==> src/aft_defines.svh <==
// register offsets, field positions, reset values and tone constants of the afc/tone block
`ifndef AFT_DEFINES_SVH
`define AFT_DEFINES_SVH

// register word indices on the plain register port
`define AFT_REG_CTRL       5'h00
`define AFT_REG_THRESH     5'h01
`define AFT_REG_BIAS_HW    5'h02
`define AFT_REG_BIAS_SW    5'h03
`define AFT_REG_RX_NOMINAL 5'h04
`define AFT_REG_TX_CENTRE  5'h05
`define AFT_REG_TX_DEV     5'h06
`define AFT_REG_STEP_DIV   5'h07
`define AFT_REG_STATUS     5'h08
`define AFT_REG_ACC_LIVE   5'h09
`define AFT_REG_SHAPE_BASE 5'h10
`define AFT_REG_SHAPE_MASK 5'h18

// control register fields
`define AFT_CTRL_EN_BIT    0
`define AFT_CTRL_SRC_BIT   1
`define AFT_CTRL_STEPS_LSB 2
`define AFT_CTRL_STEPS_MSB 4
`define AFT_MAX_STEPS      3'h4

// reset values: 460 kHz in 125 Hz units, 2.508 MHz and 32.56 kHz in 62.5 Hz units
`define AFT_CTRL_RST       5'h00
`define AFT_THRESH_RST     8'h00
`define AFT_RX_NOMINAL_RST 16'h0e60
`define AFT_TX_CENTRE_RST  16'h9cc0
`define AFT_TX_DEV_RST     16'h0209
`define AFT_STEP_DIV_RST   16'h0010

`endif

==> src/aft_pkg.sv <==
// types shared by the afc loop and fsk tone control block
package aft_pkg;

    // software controls of the bias path and shaper
    typedef struct packed {
        logic [2:0] shapeSteps;
        logic       useCoreBias;
        logic       biasEnable;
    } aft_ctrl_type;

    // one discriminator sample with its qualifier
    typedef struct packed {
        logic              valid;
        logic signed [7:0] value;
    } aft_disc_type;

    typedef enum logic [0:0] {
        TX_STEADY = 1'h0,
        TX_SHAPE  = 1'h1
    } aft_tx_state_type;

endpackage

==> src/aft_afc_tone_ctrl.sv <==
// afc bias estimator, rx oscillator correction and fsk tone sequencer
//
// Implementation choices: the register offsets and strobed register access.
`timescale 1ns/1ps
`include "aft_defines.svh"

module aft_afc_tone_ctrl (
    input  wire logic        clk,
    input  wire logic        resetn,
    input  wire logic [4:0]  regAddr,
    input  wire logic [15:0] regWrData,
    input  wire logic        regWr,
    input  wire logic        regRd,
    output logic      [15:0] regRdData,
    input  wire aft_pkg::aft_disc_type disc,
    input  wire logic        frameStart,
    input  wire logic        txBitEn,
    input  wire logic        txBit,
    output logic      [16:0] rxNcoWord,
    output logic      [16:0] txNcoWord,
    output logic             txShaping
);

    ////////////////////////////////////////////////////////////////////////////
    // state

    aft_pkg::aft_ctrl_type     ctrl_q, ctrl_d;
    logic signed [7:0]         thresh_q, thresh_d;
    logic signed [15:0]        acc_q, acc_d;
    logic signed [15:0]        biasHw_q, biasHw_d;
    logic signed [15:0]        biasSw_q, biasSw_d;
    logic        [15:0]        rxNominal_q, rxNominal_d;
    logic        [15:0]        txCentre_q, txCentre_d;
    logic        [15:0]        txDev_q, txDev_d;
    logic        [15:0]        stepDiv_q, stepDiv_d;
    logic        [15:0]        rdData_q, rdData_d;
    logic        [16:0]        rxNco_q, rxNco_d;
    logic        [16:0]        txNco_q, txNco_d;
    aft_pkg::aft_tx_state_type txState_q, txState_d;
    logic        [2:0]         stepCnt_q, stepCnt_d;
    logic        [15:0]        divCnt_q, divCnt_d;
    logic                      curBit_q, curBit_d;

    logic                      sampleHit;
    logic signed [15:0]        sampleExt;
    logic signed [15:0]        biasSel;
    logic signed [15:0]        devSel;
    logic                      tableWr;
    logic        [15:0]        shapeData;

    ////////////////////////////////////////////////////////////////////////////
    // register writes

    // software-owned settings; unmapped writes are dropped
    always_comb begin
        ctrl_d      = ctrl_q;
        thresh_d    = thresh_q;
        biasSw_d    = biasSw_q;
        rxNominal_d = rxNominal_q;
        txCentre_d  = txCentre_q;
        txDev_d     = txDev_q;
        stepDiv_d   = stepDiv_q;
        tableWr     = 1'h0;
        if (regWr) begin
            if ((regAddr & `AFT_REG_SHAPE_MASK) == `AFT_REG_SHAPE_BASE) begin
                tableWr = 1'h1;
            end
            unique case (regAddr)
                `AFT_REG_CTRL: begin
                    ctrl_d.biasEnable  = regWrData[`AFT_CTRL_EN_BIT];
                    ctrl_d.useCoreBias = regWrData[`AFT_CTRL_SRC_BIT];
                    // more than four steps is clamped, the table holds four entries per bit value
                    ctrl_d.shapeSteps  =
                        (regWrData[`AFT_CTRL_STEPS_MSB:`AFT_CTRL_STEPS_LSB] > `AFT_MAX_STEPS)
                        ? `AFT_MAX_STEPS
                        : regWrData[`AFT_CTRL_STEPS_MSB:`AFT_CTRL_STEPS_LSB];
                end
                `AFT_REG_THRESH:     thresh_d    = regWrData[7:0];
                `AFT_REG_BIAS_SW:    biasSw_d    = regWrData;
                `AFT_REG_RX_NOMINAL: rxNominal_d = regWrData;
                `AFT_REG_TX_CENTRE:  txCentre_d  = regWrData;
                `AFT_REG_TX_DEV:     txDev_d     = regWrData;
                `AFT_REG_STEP_DIV:   stepDiv_d   = regWrData;
                default: begin
                end
            endcase
        end
    end

    always_ff @(posedge clk or negedge resetn) begin
        if (!resetn) begin
            ctrl_q      <= aft_pkg::aft_ctrl_type'(`AFT_CTRL_RST);
            thresh_q    <= `AFT_THRESH_RST;
            biasSw_q    <= 16'h0000;
            rxNominal_q <= `AFT_RX_NOMINAL_RST;
            txCentre_q  <= `AFT_TX_CENTRE_RST;
            txDev_q     <= `AFT_TX_DEV_RST;
            stepDiv_q   <= `AFT_STEP_DIV_RST;
        end else begin
            ctrl_q      <= ctrl_d;
            thresh_q    <= thresh_d;
            biasSw_q    <= biasSw_d;
            rxNominal_q <= rxNominal_d;
            txCentre_q  <= txCentre_d;
            txDev_q     <= txDev_d;
            stepDiv_q   <= stepDiv_d;
        end
    end

    ////////////////////////////////////////////////////////////////////////////
    // bias estimator and rx oscillator word

    assign sampleExt = {{8{disc.value[7]}}, disc.value};
    assign sampleHit = disc.valid && (disc.value > thresh_q);

    // accumulate during the frame, hand the sum over at frame start
    always_comb begin
        acc_d    = acc_q;
        biasHw_d = biasHw_q;
        if (frameStart) begin
            biasHw_d = acc_q;
            if (ctrl_q.biasEnable) begin
                acc_d = sampleHit ? sampleExt : 16'sh0000;
            end
        end else if (ctrl_q.biasEnable && sampleHit) begin
            acc_d = acc_q + sampleExt;
        end
    end

    // the latched estimate, not the live sum, steers the oscillator so it holds still
    assign biasSel = ctrl_q.useCoreBias ? biasSw_q : biasHw_q;
    assign rxNco_d = {1'h0, rxNominal_q} + {biasSel[15], biasSel};

    always_ff @(posedge clk or negedge resetn) begin
        if (!resetn) begin
            acc_q    <= 16'sh0000;
            biasHw_q <= 16'sh0000;
            rxNco_q  <= 17'h00000;
        end else begin
            acc_q    <= acc_d;
            biasHw_q <= biasHw_d;
            rxNco_q  <= rxNco_d;
        end
    end

    ////////////////////////////////////////////////////////////////////////////
    // fsk tone sequencer

    // a new bit restarts shaping even mid-sequence; steps pace on a divider pulse
    always_comb begin
        txState_d = txState_q;
        stepCnt_d = stepCnt_q;
        divCnt_d  = divCnt_q;
        curBit_d  = curBit_q;
        if (txBitEn && (txBit != curBit_q)) begin
            curBit_d  = txBit;
            stepCnt_d = 3'h0;
            divCnt_d  = stepDiv_q;
            txState_d = (ctrl_q.shapeSteps != 3'h0) ? aft_pkg::TX_SHAPE : aft_pkg::TX_STEADY;
        end else begin
            unique case (txState_q)
                aft_pkg::TX_STEADY: begin
                end
                aft_pkg::TX_SHAPE: begin
                    if (divCnt_q == 16'h0000) begin
                        divCnt_d = stepDiv_q;
                        if ((stepCnt_q + 3'h1) >= ctrl_q.shapeSteps) begin
                            txState_d = aft_pkg::TX_STEADY;
                        end else begin
                            stepCnt_d = stepCnt_q + 3'h1;
                        end
                    end else begin
                        divCnt_d = divCnt_q - 16'h0001;
                    end
                end
            endcase
        end
    end

    // table entries are signed offsets from the centre
    assign devSel  = (txState_q == aft_pkg::TX_SHAPE) ? shapeData
                   : (curBit_q ? txDev_q : (16'h0000 - txDev_q));
    assign txNco_d = {1'h0, txCentre_q} + {devSel[15], devSel};

    always_ff @(posedge clk or negedge resetn) begin
        if (!resetn) begin
            txState_q <= aft_pkg::TX_STEADY;
            stepCnt_q <= 3'h0;
            divCnt_q  <= 16'h0000;
            curBit_q  <= 1'h0;
            txNco_q   <= 17'h00000;
        end else begin
            txState_q <= txState_d;
            stepCnt_q <= stepCnt_d;
            divCnt_q  <= divCnt_d;
            curBit_q  <= curBit_d;
            txNco_q   <= txNco_d;
        end
    end

    // read address follows the next state so data lines up with the state register
    aft_shape_mem shapeMem (
        .clk    (clk),
        .resetn (resetn),
        .wrEn   (tableWr),
        .wrAddr (regAddr[2:0]),
        .wrData (regWrData),
        .rdAddr ({curBit_d, stepCnt_d[1:0]}),
        .rdData (shapeData)
    );

    ////////////////////////////////////////////////////////////////////////////
    // register reads

    // data stand only in the cycle after the strobe, zero otherwise
    always_comb begin
        rdData_d = 16'h0000;
        if (regRd) begin
            unique case (regAddr)
                `AFT_REG_CTRL:       rdData_d = {11'h000, ctrl_q};
                `AFT_REG_THRESH:     rdData_d = {{8{thresh_q[7]}}, thresh_q};
                `AFT_REG_BIAS_HW:    rdData_d = biasHw_q;
                `AFT_REG_BIAS_SW:    rdData_d = biasSw_q;
                `AFT_REG_RX_NOMINAL: rdData_d = rxNominal_q;
                `AFT_REG_TX_CENTRE:  rdData_d = txCentre_q;
                `AFT_REG_TX_DEV:     rdData_d = txDev_q;
                `AFT_REG_STEP_DIV:   rdData_d = stepDiv_q;
                `AFT_REG_STATUS:     rdData_d = {11'h000, stepCnt_q, txState_q, curBit_q};
                `AFT_REG_ACC_LIVE:   rdData_d = acc_q;
                default:             rdData_d = 16'h0000;
            endcase
        end
    end

    always_ff @(posedge clk or negedge resetn) begin
        if (!resetn) begin
            rdData_q <= 16'h0000;
        end else begin
            rdData_q <= rdData_d;
        end
    end

    assign regRdData = rdData_q;
    assign rxNcoWord = rxNco_q;
    assign txNcoWord = txNco_q;
    assign txShaping = txState_q;

endmodule

==> src/aft_shape_mem.sv <==
// small table of intermediate deviation values, registered read
`timescale 1ns/1ps
`include "aft_defines.svh"

module aft_shape_mem (
    input  wire logic        clk,
    input  wire logic        resetn,
    input  wire logic        wrEn,
    input  wire logic [2:0]  wrAddr,
    input  wire logic [15:0] wrData,
    input  wire logic [2:0]  rdAddr,
    output logic      [15:0] rdData
);

    logic [15:0] table_q [0:7];
    logic [15:0] rdData_q;

    // entries are software-owned, so no reset is spent on them
    always_ff @(posedge clk) begin
        if (wrEn) begin
            table_q[wrAddr] <= wrData;
        end
    end

    // read data from a register keeps the tone adder path short
    always_ff @(posedge clk or negedge resetn) begin
        if (!resetn) begin
            rdData_q <= 16'h0000;
        end else begin
            rdData_q <= table_q[rdAddr];
        end
    end

    assign rdData = rdData_q;

endmodule

==> config.mk <==
export PLATFORM = sky130hd
export DESIGN_NAME = aft_afc_tone_ctrl
export DESIGN_NICKNAME = d
export VERILOG_FILES = /design/src/aft_pkg.sv /design/src/aft_afc_tone_ctrl.sv /design/src/aft_shape_mem.sv
export VERILOG_INCLUDE_DIRS = /design/src /design/src/src
export SDC_FILE = /design/constraint.sdc
export NUM_CORES = 1
export LEC_CHECK = 0
export CAP_MARGIN = 20
export CORE_MARGIN = 4
export CORE_UTILIZATION = 58
export DETAILED_ROUTE_END_ITERATION = 8
export DONT_BUFFER_PORTS = 1
export PLACE_DENSITY_LB_ADDON = 0.12
export REMOVE_ABC_BUFFERS = 1
export SYNTH_ARGS = -nofsm -noshare
export SYNTH_HDL_FRONTEND = slang
export SYNTH_HIERARCHICAL = 1
export SYNTH_SLANG_ARGS = --single-unit
export TNS_END_PERCENT = 10
==> constraint.sdc <==
create_clock -name clk -period 3.4 [get_ports clk]
set_input_delay 0.17 -clock clk [delete_from_list [all_inputs] [get_ports clk]]
set_output_delay 0.17 -clock clk [all_outputs]
set_load 0.005 [all_outputs]
# Yosys cells after proc, flatten, opt, wreduce, memory -nomap -nowiden
# Memory sizes are Yosys's and may differ from the RTL's. A register that Yosys moved wholly into a read port is not among the register bits.
# Cells that the tools add are included.
dict set report totals {
  n_memories 1
  output_inout_bits 51
  ramBits 128
  regBits 196
  wordCells 88
}
# memory depth width rd rd_ports_with_merged_regs write_ports line_no
set memory_table {}
lappend memory_table {shapeMem.table_q 8 16 1 1 1 aft_shape_mem.sv:15} ;# logic [15:0] table_q [0:7];
dict set report classes {
  n_mux 27
  eq_ne 13
  addsub 6
  magnitude_cmp 3
  reduce_logical 19
}
# op n
set ops {}
lappend ops {{16-bit 2-to-1 mux} 11}
lappend ops {{16-bit case mux with 10 select lines} 1}
lappend ops {{16-bit by 17-bit adder with 17-bit output} 2}
lappend ops {{5-bit by 3-bit equality test with 1-bit output (second input constant)} 4}
lappend ops {{16-bit by 8-bit adder with 16-bit output} 1}
lappend ops {{16-bit logical NOT} 1}
lappend ops {{2-bit AND reduction} 8}
lappend ops {{1-bit by 16-bit subtractor with 16-bit output (first input constant)} 1}
lappend ops {{16-bit by 1-bit subtractor with 16-bit output (second input constant)} 1}
lappend ops {{3-bit 2-to-1 mux} 5}
lappend ops {{5-bit by 2-bit equality test with 1-bit output (second input constant)} 2}
lappend ops {{5-bit by 4-bit equality test with 1-bit output (second input constant)} 2}
lappend ops {{1-bit 2-to-1 mux} 10}
lappend ops {{8-bit > comparator} 1}
lappend ops {{2-bit nonzero test} 3}
lappend ops {{5-bit by 1-bit equality test with 1-bit output (second input constant)} 1}
lappend ops {{5-bit logical NOT} 1}
lappend ops {{3-bit by 1-bit adder with 3-bit output (second input constant)} 1}
lappend ops {{3-bit >= comparator} 1}
lappend ops {{3-bit > comparator (second input constant)} 1}
lappend ops {{1-bit logical AND} 3}
lappend ops {{3-bit AND reduction} 1}
lappend ops {{3-bit nonzero test} 1}
lappend ops {{2-bit equality test (second input constant)} 1}
lappend ops {{4 further kinds} 4}

# Longest topological paths before layout
dict set report logic_depth {
  depth_word 6
  depth_mapped 14
}

# By module
# Netlist, hierarchy kept.
# module cells_each instances area_per_inst_um2 seq_area_each_um2
set modules_own_cells {}
lappend modules_own_cells {aft_afc_tone_ctrl 1074 1 11397.2 4923.5}
lappend modules_own_cells {aft_shape_mem 214 1 5373.9 4244.1}

# Worst setup path after synthesis
# Ideal clock, no wire load.
dict set report synth_path {
  path_kind {reg2reg}
  start {register txDev_q[2]}
  end {register txNco_q[16] (netlist: txNcoWord[16])}
  arrival_time_ns 3.133
  setup_ns 0.079
  synth_period_minus_slack_ns 3.213
  t_required_ns 3.321
  slack_ns 0.187
  n_path_buf 1
  path_stages_with_launch 15
  cell_sequence {dfrtp_1 -> nor3_2 -> nand2_1 -> nor4b_2 -> a21oi_1 -> xor2_1 -> mux2_2 -> ha_1 -> clkbuf_1 -> and3_1 -> nand3_1 -> o21ai_0 -> nand4_1 -> a31oi_1 -> xor2_1}
}
dict set report synth_between {
  elab_chain_cells 4
}
# element line_no
set synth_lines {}
lappend synth_lines {{start: declaration} aft_afc_tone_ctrl.sv:34} ;# logic [15:0] txDev_q, txDev_d;
lappend synth_lines {{start signal: assignment} aft_afc_tone_ctrl.sv:97} ;# txDev_q <= `AFT_TX_DEV_RST;
lappend synth_lines {{start signal: assignment} aft_afc_tone_ctrl.sv:105} ;# txDev_q <= txDev_d;
lappend synth_lines {{1-bit by 16-bit subtractor with 16-bit output} aft_afc_tone_ctrl.sv:182} ;# : (curBit_q ? txDev_q : (16'h0000 - txDev_q));
lappend synth_lines {{16-bit 2-to-1 mux *} aft_afc_tone_ctrl.sv:182}
lappend synth_lines {{16-bit 2-to-1 mux *} aft_afc_tone_ctrl.sv:181} ;# assign devSel = (txState_q == aft_pkg::TX_SHAPE) ? shapeData
lappend synth_lines {{16-bit by 17-bit adder with 17-bit output *} aft_afc_tone_ctrl.sv:183} ;# assign txNco_d = {1'h0, txCentre_q} + {devSel[15], devSel};
lappend synth_lines {{via txNco_d[16]} aft_afc_tone_ctrl.sv:38} ;# logic [16:0] txNco_q, txNco_d;
lappend synth_lines {{end signal: assignment} aft_afc_tone_ctrl.sv:197} ;# txNco_q <= txNco_d;
lappend synth_lines {{end: declaration} aft_afc_tone_ctrl.sv:38}
# Mark *: on every way through the listed nets, which the timed path passes. The rest lies on a longest branch.
# A chain may end at the register's enable or synchronous reset.

# Final worst setup path
dict set report layout_path {
  start {register stepCnt_q[0]}
  end {register shapeMem.rdData_q[13] (netlist: shapeMem/rdData[13]) (read register of shapeMem.table_q)}
}
dict set report layout_between {
  elab_chain_cells 6
}
# element line_no
set layout_lines {}
lappend layout_lines {{start: declaration} aft_afc_tone_ctrl.sv:40} ;# logic [2:0] stepCnt_q, stepCnt_d;
lappend layout_lines {{start signal: assignment} aft_afc_tone_ctrl.sv:194} ;# stepCnt_q <= stepCnt_d;
lappend layout_lines {{3-bit by 1-bit adder with 3-bit output} {aft_afc_tone_ctrl.sv:167, aft_afc_tone_ctrl.sv:170}}
lappend layout_lines {{3-bit >= comparator} aft_afc_tone_ctrl.sv:167} ;# if ((stepCnt_q + 3'h1) >= ctrl_q.shapeSteps) begin
lappend layout_lines {{3-bit 2-to-1 mux} aft_afc_tone_ctrl.sv:167}
lappend layout_lines {{3-bit 2-to-1 mux} aft_afc_tone_ctrl.sv:165} ;# if (divCnt_q == 16'h0000) begin
lappend layout_lines {{3-bit 2-to-1 mux *} aft_afc_tone_ctrl.sv:161} ;# unique case (txState_q)
lappend layout_lines {{3-bit 2-to-1 mux *} aft_afc_tone_ctrl.sv:155} ;# if (txBitEn && (txBit != curBit_q)) begin
lappend layout_lines {{via stepCnt_d[0]} aft_afc_tone_ctrl.sv:40}
lappend layout_lines {{end: declaration} aft_shape_mem.sv:16} ;# logic [15:0] rdData_q;
# Mark *: on every way through the listed nets, which the timed path passes. The rest lies on a longest branch. The select of a mux whose other input is x is not followed.

==> metrics.txt <==
largest area contributor in the netlist dfrtp_1; status finished with violations; Crit Path Class flip-flop to flip-flop; Setup-failing EPs final 0; DP Area 17280 µm²; vias in the first global route 11320; failing checks hold timing; Crit. Startpoint stepCnt_q[0]$_DFF_PN0_; Design Area, Final 18820 µm²; worst skew pair latency 0.52 ns; count leader, synth dfrtp_1; Die Span X 178.0 µm; final WL 41.07 mm; Clock Skew 0.01765 ns; final number of hold-violating endpoints 212; htree depth 2; cts hold-fix bufs 25; Worst EP required 3.80 ns; Worst path slowest cell mux4_1; fmax 0.3076 GHz; WP buf/inv 1; row count 61; final weighted congestion in routability-driven placement 0.9175; P_int 9.337 mW; Syn. warnings 6; Post-synth EDFFs 128; Relative slew margins 0.3973; critical path's largest stage delay 0.64 ns; actual slew at the worst max-slew pin 0.8971 ns; Crit path max-delay family multiplexers; Leak 7.533 nW; largest net degree at the start of global routing 213; worst min path class primary input to async pin; Clock Sinks 340; Area Overhead vs Synth 12.22%; post-route ant nets 0; CP arrival 3.65 ns; Initial Util 0.5955; register area share after synthesis 0.5466; synth unique cells 76; wire length per cell 23.55 µm; Mapped Area 16770 µm²; Fill cells 2059; Final Hold Slack -0.6401 ns; Seq pwr share 0.418; first-pass GRT wire length 64.64 mm; Non-Filler Instances 1744; Die Span Y 178.0 µm; I/O Buffers 0; FFs w/ async S/R, synth 0.6235; GR Util All Layers 0.2625; logic gate share of total power 0.284; pwr dens 727.3 nW/µm²; Synth Register Bits 340; Critical Path Most Common Cell ha_1; setup bufs post-CTS 0; DP HPWL 26.98 mm; Worst setup SP type flip-flop; 1st-pass router iterations 5; sw frac 0.3179; Die ar. 31700 µm²; Initial DRC Count 902; Num CTS Buffers 37; clk buf depth 3; min Tclk post-route 3.251 ns; Cells after DPL 1649; Peak VDD IR 0.4974 mV; Final period util 0.9561; layout cell share with drive strength beyond 1 0.2119; via count 11220; Synth Area per Inst 13.02 µm²; Overflow after GRT 0; core area 28160 µm²; P_sw 4.352 mW; initial antenna violation count 2; DRC violations left 0; Worst-path clk slew 0.06 ns; critical path fanouts, max 33; Clk pwr share 0.298; Setup crit end kind flip-flop; Final Max Slew Viols 0; post-synthesis instance total 1288; top cell type's share of synthesized area 0.2939; vias per cell 6.435; I/O pin cnt 88; CTS tree built; worst path cell trace ha_1, ha_1, a21o_1, a21oi_1, and3_1, xnor2_1, nor2_4, buf_12, mux4_1, mux2_2; Root Driver clkbuf_16; top cells by count, synth dfrtp_1 (197), mux2_2 (153), edfxtp_1 (128); # Max-Cap Violations 0; Reg2Reg Launch Point stepCnt_q[0]$_DFF_PN0_; Synth area leaders dfrtp_1 (29%), edfxtp_1 (23%), mux2_2 (10%); Nets 1436; top_reg_cell synth dfrtp_1
[logic make-up (layout without fill, tap and decap cells)]
group | after synthesis | after routing | synth area share
compound gates | 304 | 304 | 0.1212
xor+xnor | 52 | 52 | 0.02716
fa+ha+maj | 64 | 64 | 0.04909
buf+inv | 92 | 168 | 0.02462
flops | 340 | 340 | 0.5466
mux | 191 | 191 | 0.1556
other cells | 0 | 2 | 0
simple gates | 245 | 245 | 0.07572
[cell usage in the layout, fill, tap and decap left out, types with 13 or more instances in the layout]
cell	synthesis	routed
a21o_1	20	20
a21oi_1	78	77
a221oi_1	20	20
a22o_1	18	18
a22oi_1	33	33
a31oi_1	22	22
buf_4	3	32
clkbuf_16	0	39
dfrtp_1	197	197
dfstp_2	15	15
dlygate4sd3_1	0	24
edfxtp_1	128	128
ha_1	61	61
inv_1	41	41
mux2_2	153	153
mux4_1	28	28
nand2_1	45	44
nand2b_1	18	18
nand3_1	13	13
nor2_1	72	71
nor3_1	29	27
o21ai_0	52	51
xnor2_1	32	32
xor2_1	20	20
[final cells by class]
class / instances / area [µm²] / share of cell area
Clock inverter: 11 / 132.6 / 0.007047
Multi-Input combinational cell: 856 / 7234 / 0.3844
Tap cell: 378 / 473.0 / 0.02513
Timing Repair Buffer: 59 / 540.5 / 0.02872
Sequential cell: 340 / 9168 / 0.4871
Inverter: 41 / 153.9 / 0.008177
Clock buffer: 57 / 1114 / 0.05917
Antenna cell: 2 / 5.005 / 0.0002659
[registers in the layout, indices dropped and copies added, names as in the netlist]
| register | cells |
|---|---|
| stepCnt_q | 3 |
| txNcoWord | 17 |
| rxNominal_q | 16 |
| shapeMem/table_q | 128 |
| ctrl_q | 5 |
| curBit_q | 1 |
| regRdData | 16 |
| rxNcoWord | 17 |
| txShaping | 1 |
| stepDiv_q | 16 |
| shapeMem/rdData | 16 |
| acc_q | 16 |
| txDev_q | 16 |
| thresh_q | 8 |
| biasSw_q | 16 |
| biasHw_q | 16 |
| txCentre_q | 16 |
| divCnt_q | 16 |
[per-stage QoR]
step	worst slack [ns]	utilization	hold WS (ns)	total power [mW]	setup TNS [ns]
floorplan	-1.150	-	-0.1256	8.456	-18.78
global placement	0.1531	0.6137	-0.1174	9.415	0
detailed placement	0.1698	0.6137	-0.1182	9.507	0
CTS	0.002588	0.6672	-0.6632	13.70	0
global route	-0.01455	0.6683	-0.6603	14.46	-0.01455
finish	0.1491	0.6683	-0.6401	13.69	0
[path summary, 6_finish.rpt]
kind | end | slack (ns) | cells after the start
worst max-delay path | shapeMem/rdData[13]$_DFF_PN0_ | 0.15 | 10
worst min-delay path | rxNcoWord[2]$_DFF_PN0_ | -0.64 | 0
worst max register to register | shapeMem/rdData[13]$_DFF_PN0_ | 0.15 | 10
worst min register to register | thresh_q[7]$_DFFE_PN0P_ | 0.51 | 1
max in group asynchronous | txCentre_q[12]$_DFFE_PN1P_ | 3.70 | 0
min in group clk | acc_q[15]$_DFFE_PN0P_ | 0.01 | 3
[worst reg2reg max path, delay by kind of cell (launching register included)]
| kind | cells | cell delay (ns) |
|---|---|---|
| AOI/OAI and AO/OA | 2 | 0.38 |
| xor gates and xnor gates | 1 | 0.10 |
| adders and majority gates | 2 | 0.64 |
| buffers and inverters | 1 | 0.24 |
| DFF | 1 | 0.46 |
| muxes | 2 | 0.98 |
| and+or+nand+nor | 2 | 0.34 |
[per-layer routing]
layer  global-route usage  share of wire  up-vias
li1                     -              -     5030
met1               0.3779           0.45     5770
met2               0.4243           0.48      354
met3              0.04027          0.057       68
met4              0.06574          0.021        0
met5                    0              0        -
[power groups by stage]
stage	clock network [mW]	registers, mW	logic (mW)
after floorplan	0	5.54	2.92
after global placement	0	5.77	3.64
after detailed placement	0	5.79	3.72
after CTS	4.14	5.72	3.84
after global routing	4.33	5.81	4.32
final	4.08	5.73	3.88
[timing repair]
item	in CTS	in global routing
endpoints found under the hold margin	461	212
gates resized for setup	0	6
setup endpoints to repair	0	6
No activity file was read; power rests on OpenSTA's default activity.
